`src/include/fao_pkg.sv`:
```
// fao_pkg: constants, types and settings carrier for the frequency arrival outputs
// assumes frequencies arrive as unsigned counts of 0.1 Hz
`default_nettype none
package fao_pkg;

  localparam int unsigned FREQ_W         = 16;
  // frequency unit is 0.1 Hz, so one LSB is 100 mHz; band figures are in mHz, divided down to tenths
  localparam int unsigned FREQ_LSB_MHZ   = 100;
  localparam int unsigned EARLY_BAND_MHZ = 1500;
  localparam int unsigned LATE_BAND_MHZ  = 500;
  localparam logic [FREQ_W-1:0] EARLY_BAND = FREQ_W'(EARLY_BAND_MHZ / FREQ_LSB_MHZ);
  localparam logic [FREQ_W-1:0] LATE_BAND  = FREQ_W'(LATE_BAND_MHZ / FREQ_LSB_MHZ);

  // timing
  localparam int unsigned CLK_HZ       = 20_000_000;
  localparam int unsigned FLAG_DELAY_MS = 60;
  localparam int unsigned FLAG_DELAY_CYC = (CLK_HZ / 1000) * FLAG_DELAY_MS;

  // terminal function codes
  localparam int unsigned NUM_TERM = 3;
  localparam logic [3:0] FN_RUN        = 4'h0;
  localparam logic [3:0] FN_AT_SPEED   = 4'h1;
  localparam logic [3:0] FN_OVER_SPEED = 4'h2;

  // reset values
  localparam logic OUT_IDLE_N = 1'b1;

  typedef struct packed {
    logic [FREQ_W-1:0] start_freq_setting;
    logic [FREQ_W-1:0] target_freq_setting;
    logic [FREQ_W-1:0] accel_on_threshold;
    logic [FREQ_W-1:0] decel_off_threshold;
  } fao_settings_s;

  typedef struct packed {
    logic run;
    logic at_speed;
    logic over_speed;
  } fao_flags_s;

endpackage
`default_nettype wire

```
`src/rtl/fao_delay.sv`:
```
// fao_delay: holds a level change back for a fixed number of cycles
// assumes input is synchronous to sys_clk_i
`timescale 1ns/1ps
`default_nettype none
module fao_delay #(
  parameter int unsigned DELAY_CYC = 1
) (
  input  wire logic sys_clk_i,
  input  wire logic resetn_i,
  input  wire logic level_i,
  output logic      level_o
);

  localparam int unsigned CW = $clog2(DELAY_CYC + 1);

  logic [CW-1:0] cnt_q;
  logic          level_q;
  wire           differs   = level_i != level_q;
  wire           expired   = cnt_q == CW'(DELAY_CYC - 1);

  // a change must persist for the full delay before it shows
  always_ff @(posedge sys_clk_i)
  begin
    if (!resetn_i)
    begin
      cnt_q   <= '0;
      level_q <= 1'b0;
    end
    else if (!differs)
      cnt_q <= '0;
    else if (expired)
    begin
      cnt_q   <= '0;
      level_q <= level_i;
    end
    else
      cnt_q <= cnt_q + CW'(1);
  end

  assign level_o = level_q;

endmodule
`default_nettype wire

```
`src/rtl/fao_top.sv`:
```
// fao_top: drive status flags and per-terminal output selection
// assumes run/freq/settings are synchronous to sys_clk_i, frequency in 0.1 Hz
//
// Contract
// - run flag on above start frequency
// - run flag off in stop mode
// - at-speed flag on at target frequency
// - at-speed off when output off or ramping
// - over-speed on at accel threshold accelerating
// - over-speed off below decel threshold decelerating
// - at-speed and over-speed flags turn on 1.5 Hz early; run flag has no band
// - at-speed and over-speed flags turn off 0.5 Hz late; run flag has no band
// - at-speed and over-speed flag changes delayed 60 ms; run flag only registered, not delayed
// - arrival flags drive terminals active low
// - both arrival functions routable simultaneously
// - equal over-speed thresholds work symmetrically
`timescale 1ns/1ps
`default_nettype none
module fao_top #(
  parameter int unsigned NUM_TERM       = fao_pkg::NUM_TERM,
  parameter int unsigned FLAG_DELAY_CYC = fao_pkg::FLAG_DELAY_CYC
) (
  input  wire logic                          sys_clk_i,
  input  wire logic                          resetn_i,
  input  wire logic                          run_mode_i,
  input  wire logic                          accel_i,
  input  wire logic                          decel_i,
  input  wire logic [fao_pkg::FREQ_W-1:0]    out_freq_i,
  input  wire fao_pkg::fao_settings_s        settings_i,
  input  wire logic [NUM_TERM-1:0][3:0]      term_func_i,
  output logic [NUM_TERM-1:0]                term_out_n_o,
  output fao_pkg::fao_flags_s                flags_o
);

  localparam int unsigned W = fao_pkg::FREQ_W;

  function automatic logic [W:0] add_sat(input logic [W-1:0] a, input logic [W-1:0] b);
    add_sat = {1'b0, a} + {1'b0, b};
  endfunction

  function automatic logic [W:0] sub_flr(input logic [W-1:0] a, input logic [W-1:0] b);
    sub_flr = (a > b) ? {1'b0, a - b} : '0;
  endfunction

  wire [W:0] freq_x = {1'b0, out_freq_i};

  // at-speed band around the target
  wire [W:0] tgt_on_lo  = sub_flr(settings_i.target_freq_setting, fao_pkg::EARLY_BAND);
  wire [W:0] tgt_on_hi  = add_sat(settings_i.target_freq_setting, fao_pkg::EARLY_BAND);
  wire [W:0] tgt_off_lo = sub_flr(tgt_on_lo[W-1:0], fao_pkg::LATE_BAND);
  wire [W:0] tgt_off_hi = add_sat(tgt_on_hi[W-1:0], fao_pkg::LATE_BAND);
  wire       steady     = !accel_i && !decel_i;
  wire       at_on      = run_mode_i && steady
                          && freq_x >= tgt_on_lo && freq_x <= tgt_on_hi;
  wire       at_off     = !run_mode_i || !steady
                          || freq_x < tgt_off_lo || freq_x > tgt_off_hi;

  // over-speed thresholds, separate per direction
  wire [W:0] ovr_on_lvl  = sub_flr(settings_i.accel_on_threshold, fao_pkg::EARLY_BAND);
  wire [W:0] ovr_off_lvl = sub_flr(settings_i.decel_off_threshold, fao_pkg::LATE_BAND);
  wire       ovr_on      = run_mode_i && accel_i && freq_x >= ovr_on_lvl;
  wire       ovr_off     = !run_mode_i || (decel_i && freq_x < ovr_off_lvl);

  wire       run_raw     = run_mode_i
                           && out_freq_i > settings_i.start_freq_setting;

  logic at_q;
  logic at_d;
  logic ovr_q;
  logic ovr_d;

  // set-reset holds flags between crossings
  assign at_d  = at_on ? 1'b1 : (at_off ? 1'b0 : at_q);
  assign ovr_d = ovr_on ? 1'b1 : (ovr_off ? 1'b0 : ovr_q);

  always_ff @(posedge sys_clk_i)
  begin
    if (!resetn_i)
    begin
      at_q  <= 1'b0;
      ovr_q <= 1'b0;
    end
    else
    begin
      at_q  <= at_d;
      ovr_q <= ovr_d;
    end
  end

  logic run_dly;
  logic at_dly;
  logic ovr_dly;

  fao_delay #(.DELAY_CYC(FLAG_DELAY_CYC)) u_dly_at (
    .sys_clk_i (sys_clk_i),
    .resetn_i  (resetn_i),
    .level_i   (at_q),
    .level_o   (at_dly)
  );

  fao_delay #(.DELAY_CYC(FLAG_DELAY_CYC)) u_dly_ovr (
    .sys_clk_i (sys_clk_i),
    .resetn_i  (resetn_i),
    .level_i   (ovr_q),
    .level_o   (ovr_dly)
  );

  logic run_q;
  always_ff @(posedge sys_clk_i)
  begin
    if (!resetn_i)
      run_q <= 1'b0;
    else
      run_q <= run_raw;
  end
  assign run_dly = run_q;

  // per-terminal selection, independent per terminal
  logic [NUM_TERM-1:0] sel_flag;
  always_comb
  begin
    for (int i = 0; i < NUM_TERM; i++)
    begin
      unique case (term_func_i[i])
        fao_pkg::FN_RUN:        sel_flag[i] = run_dly;
        fao_pkg::FN_AT_SPEED:   sel_flag[i] = at_dly;
        fao_pkg::FN_OVER_SPEED: sel_flag[i] = ovr_dly;
        default:                sel_flag[i] = 1'b0;
      endcase
    end
  end

  logic [NUM_TERM-1:0]  term_out_n_q;
  fao_pkg::fao_flags_s  flags_q;

  always_ff @(posedge sys_clk_i)
  begin
    if (!resetn_i)
    begin
      term_out_n_q <= {NUM_TERM{fao_pkg::OUT_IDLE_N}};
      flags_q      <= '0;
    end
    else
    begin
      term_out_n_q <= ~sel_flag;
      flags_q      <= '{run: run_dly, at_speed: at_dly, over_speed: ovr_dly};
    end
  end

  assign term_out_n_o = term_out_n_q;
  assign flags_o      = flags_q;

endmodule
`default_nettype wire

```
`config.mk`:
```
export PLATFORM = sky130hd
export DESIGN_NAME = fao_top
export DESIGN_NICKNAME = d
export VERILOG_FILES = /design/src/include/fao_pkg.sv /design/src/rtl/fao_delay.sv /design/src/rtl/fao_top.sv
export SDC_FILE = /design/constraint.sdc
export NUM_CORES = 1
export LEC_CHECK = 0
export BUFFER_PORTS_ARGS = -buffer_cell sky130_fd_sc_hd__buf_2
export CAP_MARGIN = 5
export CORE_UTILIZATION = 36
export DETAILED_ROUTE_END_ITERATION = 16
export PLACE_DENSITY_LB_ADDON = 0.1
export SLEW_MARGIN = 25
export SYNTH_ARGS = -nofsm -noshare
export SYNTH_HDL_FRONTEND = slang
export SYNTH_SLANG_ARGS = --single-unit
```
`constraint.sdc`:
```
create_clock -name sys_clk_i -period 13.9 [get_ports sys_clk_i]
set_clock_uncertainty 0.05 [all_clocks]
set_input_delay 2.78 -clock sys_clk_i [delete_from_list [all_inputs] [get_ports sys_clk_i]]
set_output_delay 2.78 -clock sys_clk_i [all_outputs]
set_load 0.02 [all_outputs]
```
======== Word-level counts from Yosys, hierarchy flattened ========
Index checks and enable logic that the tools add are counted.
cells by class
  reduce and logical (&&, ||, !) cells .... 25
  add/sub/neg operators ................... 8
  bitwise operators ....................... 4
  muxes and demuxes ....................... 11
  eq/ne operators ......................... 10
  order comparisons ....................... 11
operator list
  kind                                                 count
  2-to-1 mux 16 bit                                    4
  adder 21 x 1 -> 21 bit, second input constant        2
  == test 21 bit, second input constant                2
  greater-or-equal comparator 16 bit                   2
  > comparator 16 x 3 -> 1 bit, second input constant  2
  > comparator 16 x 4 -> 1 bit, second input constant  2
  < comparator 16 bit                                  2
  subtractor 16 x 3 -> 16 bit, second input constant   2
  subtractor 16 x 4 -> 16 bit, second input constant   2
  adder 16 x 3 -> 17 bit, second input constant        1
  adder 16 x 4 -> 17 bit, second input constant        1
  > comparator 16 x 17 -> 1 bit                        1
  <= comparator 16 x 17 -> 1 bit                       1
  > comparator 16 bit                                  1
  == test 4 x 1 -> 1 bit, second input constant        3
  == test 4 x 2 -> 1 bit, second input constant        3
  logical NOT 4 bit                                    3
  case mux 1 bit (3 select lines)                      3
  logical AND 1 bit                                    8
  OR reduction 3 bit                                   2
  logical NOT 1 bit                                    4
  logical OR 1 bit                                     4
  2-to-1 mux 1 bit                                     4
  AND reduction 2 bit                                  2
  4 further kinds                                      8
storage, ports and cells
  input bits .............................. 97
  logic and storage cells ................. 80
  output and inout port bits .............. 6
  register bits ........................... 53

======== Depth between registers and ports, before layout ========
  depth after elaboration ................. 9
  depth in mapped cells ................... 23
  depth with buffers taken out ............ 20

======== Cells and area by module ========
A second synthesis with hierarchy kept.
second synthesis, totals
  cells, all modules ...................... 937
  area, all modules ....................... 7149.4 um^2
modules (own cells, without submodules)
  module     area each (um^2)  cells each  seq. area each (um^2)  times used
  fao_top    5124.9            707         180.2                  1
  fao_delay  1012.2            115         440.4                  2

======== Worst setup path after synthesis ========
OpenSTA, ideal clock, no wires.
  path type ............................... input to register
  from .................................... input settings_i[39] in the netlist's numbering
  to ...................................... register at_q
  buffers on the path ..................... 3
  data arrival time ....................... 6.219 ns
  stages on the path ...................... 18
  setup slack ............................. 7.506 ns
  required time ........................... 13.725 ns
  library setup time ...................... 0.125 ns
  cell sequence ........................... buf_6 -> or4_4 -> nor4_1 -> mux2i_1 -> nand3_2 -> or4_4 -> buf_6 -> clkbuf_1 -> nand2_1 -> ha_1 -> a21oi_1 -> nor2b_1 -> o21ai_0 -> nand2_1 -> nor4_1 -> a21oi_2 -> nor2_1 -> o31ai_1
between the ends
  cells in the longest elaborated chain, start to end .. 8
  elaborated cells between the ends (all ways) .. 18
  those cells by class .................... add/sub (4); order compare (6); mux (3); reduce/logical (5)
ends and longest elaborated chain
  item                                                                         line           source
  from (decl)                                                                  fao_top.sv:29  input wire fao_pkg::fao_settings_s settings_i,
  subtractor 16 x 4 -> 16 bit or > comparator 16 x 4 -> 1 bit (tied branches)  fao_top.sv:42  sub_flr = (a > b) ? {1'b0, a - b} : '0;
  2-to-1 mux 16 bit                                                            fao_top.sv:42
  subtractor 16 x 3 -> 16 bit or > comparator 16 x 3 -> 1 bit (tied branches)  fao_top.sv:42
  2-to-1 mux 16 bit                                                            fao_top.sv:42
  < comparator 16 bit                                                          fao_top.sv:56  || freq_x < tgt_off_lo || freq_x > tgt_off_hi;
  logical OR 1 bit (2 in a row)                                                fao_top.sv:56
  nonzero test 2 bit (no line)                                                 --
  to (signal assigned)                                                         fao_top.sv:85  at_q <= at_d;
  to (decl)                                                                    fao_top.sv:67  logic at_q;
Parallel ways exist; a longest one is shown, timed or not.
A chain may end at the register's enable or synchronous reset.

======== Worst setup path after layout ========
  from .................................... input settings_i[38] in the netlist's numbering
  to ...................................... register at_q
The elaborated chain is that of the path after synthesis.

==> reports/qor.csv <==
metric,value,unit
initial DRC count,301,
setup repair bufs after CTS,0,
Setup CP Type,in2reg,
Async SR Flop Fraction,0,%
crit end category,flop,
register area,1060,um^2
Post-Syn Nets,1093,
hold endpoint,u_dly_at.cnt_q[0],
post-route ant nets,0,
outcome,"finished, violations left",
Reg2Reg Capture Point,u_dly_ovr.cnt_q[4],
first-pass GRT wire length,30.5,mm
Mapped Area,6720,um^2
IO buf count,102,
placed instance area,7390,um^2
Die ar.,19200,um^2
post-synthesis sequential area ratio,15.8,%
VDD IR max,0.0454,mV
Static Leakage,0.00336,uW
P_sw,149,uW
wire length per cell,15.5,um
sequential power share,34.6,%
area delta synth->final,12.2,%
most common cell in the netlist,ha_1,
worst r2r src,u_dly_ovr.cnt_q[13],
Die H,139,um
Multi-input gate area,5400,um^2
fin area,7540,um^2
Pwr Density,58.6,nW/um^2
total of max-cap violations,0,
top cell type by total area after synthesis,ha_1,
"Primary FF master, synth",dfxtp_1,
worst slew pin tran,0.841,ns
Area contributors post-synth,"ha_1 (22%), dfxtp_1 (16%), xor2_1 (8.1%)",
largest net degree at the start of global routing,22,
relative slew slack,43.8,%
Crit path required time,14.02,ns
Pwr Total,442,uW
total CTS buffers,5,
CTS tree,done,
n_diodes,0,
Worst-path clk slew,0.06,ns
synth unique cells,56,
post-synth top area share,22.2,%
grt ovf,0,
worst hold start,u_dly_at.cnt_q[0],
Die W,139,um
Post-Layout Cell Count,1191,
io pins,103,
share of layout cells above drive strength 1,13.1,%
clk buf depth,2,
# rows,49,
Final Net Count,1178,
Final Hold Fails,0,
via count,6339,
Cells after Synth,877,
minimum clock period,6.66,ns
total negative setup slack,0,ns
final setup fails,0,
Post-synth top cells,"ha_1 (119), nand2_1 (93), nor2_1 (89), xor2_1 (62), dfxtp_1 (53)",
sw frac,33.7,%
Final HPWL DP,15.2,mm
Tcrit/Tclk final,47.9,%
routability cong.,0.852,
Inst Count DP,1184,
"Hold-fix buffers, CTS",0,
Final Max Slew Viols,0,
H-tree depth,2,
WP data arrival,6.79,ns
# fillers,1947,
Initial Util,37.0,%
number of flops mapped to enable cells by yosys,0,
initial antenna violation count,0,
Detailed Routing Iterations Pass 1,11,
slowest cell on the critical path,or4_4,
GRT Overall Usage,19.6,%
Worst-Skew Late Latency,0.29,ns
CTS root buf,clkbuf_16,
yosys warns,0,
Internal Pwr Total,293,uW
Remaining DRCs,6,
worst min path class,reg2reg,
core area,18100,um^2
final WL,18.4,mm
RSZ-0062 raised after global routing,false,
post-synthesis register bit count,53,
Crit path depth,16,
max incr delay on CP,0.64,ns
CP max FO,16,
"most used cell, CP",nor2_1,
"Cell Chain, Critical Path",buf_2 > or4_4 > nor4_1 > mux2i_1 > nand3_2 > or4_4 > o21ai_0 > ha_1 > a21oi_1 > nor2_1 > nor2_1 > nand2_1 > nor4_1 > a21oi_2 > nor2_1 > o31ai_1,
# clock sinks,53,
vias in the first global route,6045,
violated checks,design-rule violations,
WHS Path Cells,1,
Max Clock Freq,150,MHz
CP Launch Type,input pin,
mean post-synth cell area,7.66,um^2
Buf/Inv on CP,1,
power share of the clock group,27.8,%
Comb pwr share,37.6,%
Crit path max-delay family,simple AND/OR/NAND/NOR gates,
r2r setup slk,11.66,ns
vias per inst,5.32,
post-CTS sizing,0,
Reg2Reg Depth,6,
-- layout make-up --
class	count	area share (%)
sequential	53	14.1
tap	229	3.80
clock buffer	7	1.89
inverter	35	1.74
multi-input combinational	764	71.6
timing repair buffer	103	6.87
-- cells in the final DEF (no fill, tap or decap), drive strengths merged, types with 19 or more instances in the layout --
cell | netlist | routed
inv | 35 | 35
xor2 | 62 | 62
o21ai | 49 | 49
nor3 | 19 | 19
a21o | 27 | 27
a21oi | 39 | 39
nor2 | 89 | 89
ha | 119 | 119
buf | 11 | 103
nand4 | 28 | 28
xnor2 | 40 | 40
nand2 | 93 | 93
nand3 | 38 | 38
dfxtp | 53 | 53
-- sequential cells by signal, indices dropped and copies added (netlist names) --
signal	cells
at_q	1
flags_o	3
ovr_q	1
run_dly	1
term_out_n_o	3
u_dly_at.cnt_q	21
u_dly_at.level_o	1
u_dly_ovr.cnt_q	21
u_dly_ovr.level_o	1
-- layer usage --
layer | GRT usage (%) | wire (um)
met4 | 3.02 | 131
met2 | 33.4 | 8490
met3 | 1.52 | 524
met5 | 0 | 0
met1 | 27.3 | 9300
-- how the worst max path moves through the flow --
| stage | from | to | slack [ns] |
|---|---|---|---|
| floorplan | settings_i[39] | at_q | 7.51 |
| finish | settings_i[38] | at_q | 7.24 |
| global placement | settings_i[38] | at_q | 7.04 |
| global route | settings_i[38] | at_q | 7.01 |
| detailed placement | settings_i[38] | at_q | 7.03 |
| CTS | settings_i[38] | at_q | 7.32 |
-- through the flow --
stage	util, %	hold slack (ns)	setup WS [ns]
4_1_cts	41.5	0.404	7.32
3_5_place_dp	40.7	0.389	7.03
3_3_place_gp	40.7	0.382	7.04
2_1_floorplan	-	0.368	7.51
6_report	41.5	0.406	7.24
5_1_grt	41.5	0.437	7.01
-- power groups by stage --
stage	Combinational, uW	Sequential, uW	Clock (uW)
floorplan	109	156	0
global placement	168	156	0
detailed placement	166	156	0
CTS	167	153	128
global route	191	153	132
finish	166	153	123
-- worst reg2reg max path: stages, from the launching register on --
cell and delay, ns:
dfxtp_1 0.35, nor4b_1 0.33, nand4_1 0.12, or4_1 0.50, o211ai_1 0.41, buf_4 0.30
nor2_1 0.07
-- kinds of logic (layout without fill, tap and decap cells) --
logic type	count (synthesis)	in the layout	synth area share [%]
AND/OR/NAND/NOR	370	370	28.0
AO/OA/AOI/OAI	164	164	15.5
adder cells (fa/ha/maj)	119	119	22.2
XOR/XNOR	102	102	13.3
buffers and inverters	60	145	3.82
flip-flops	53	53	15.8
multiplexers	9	9	1.36
Note: power is estimated with default switching activity, not from simulation.
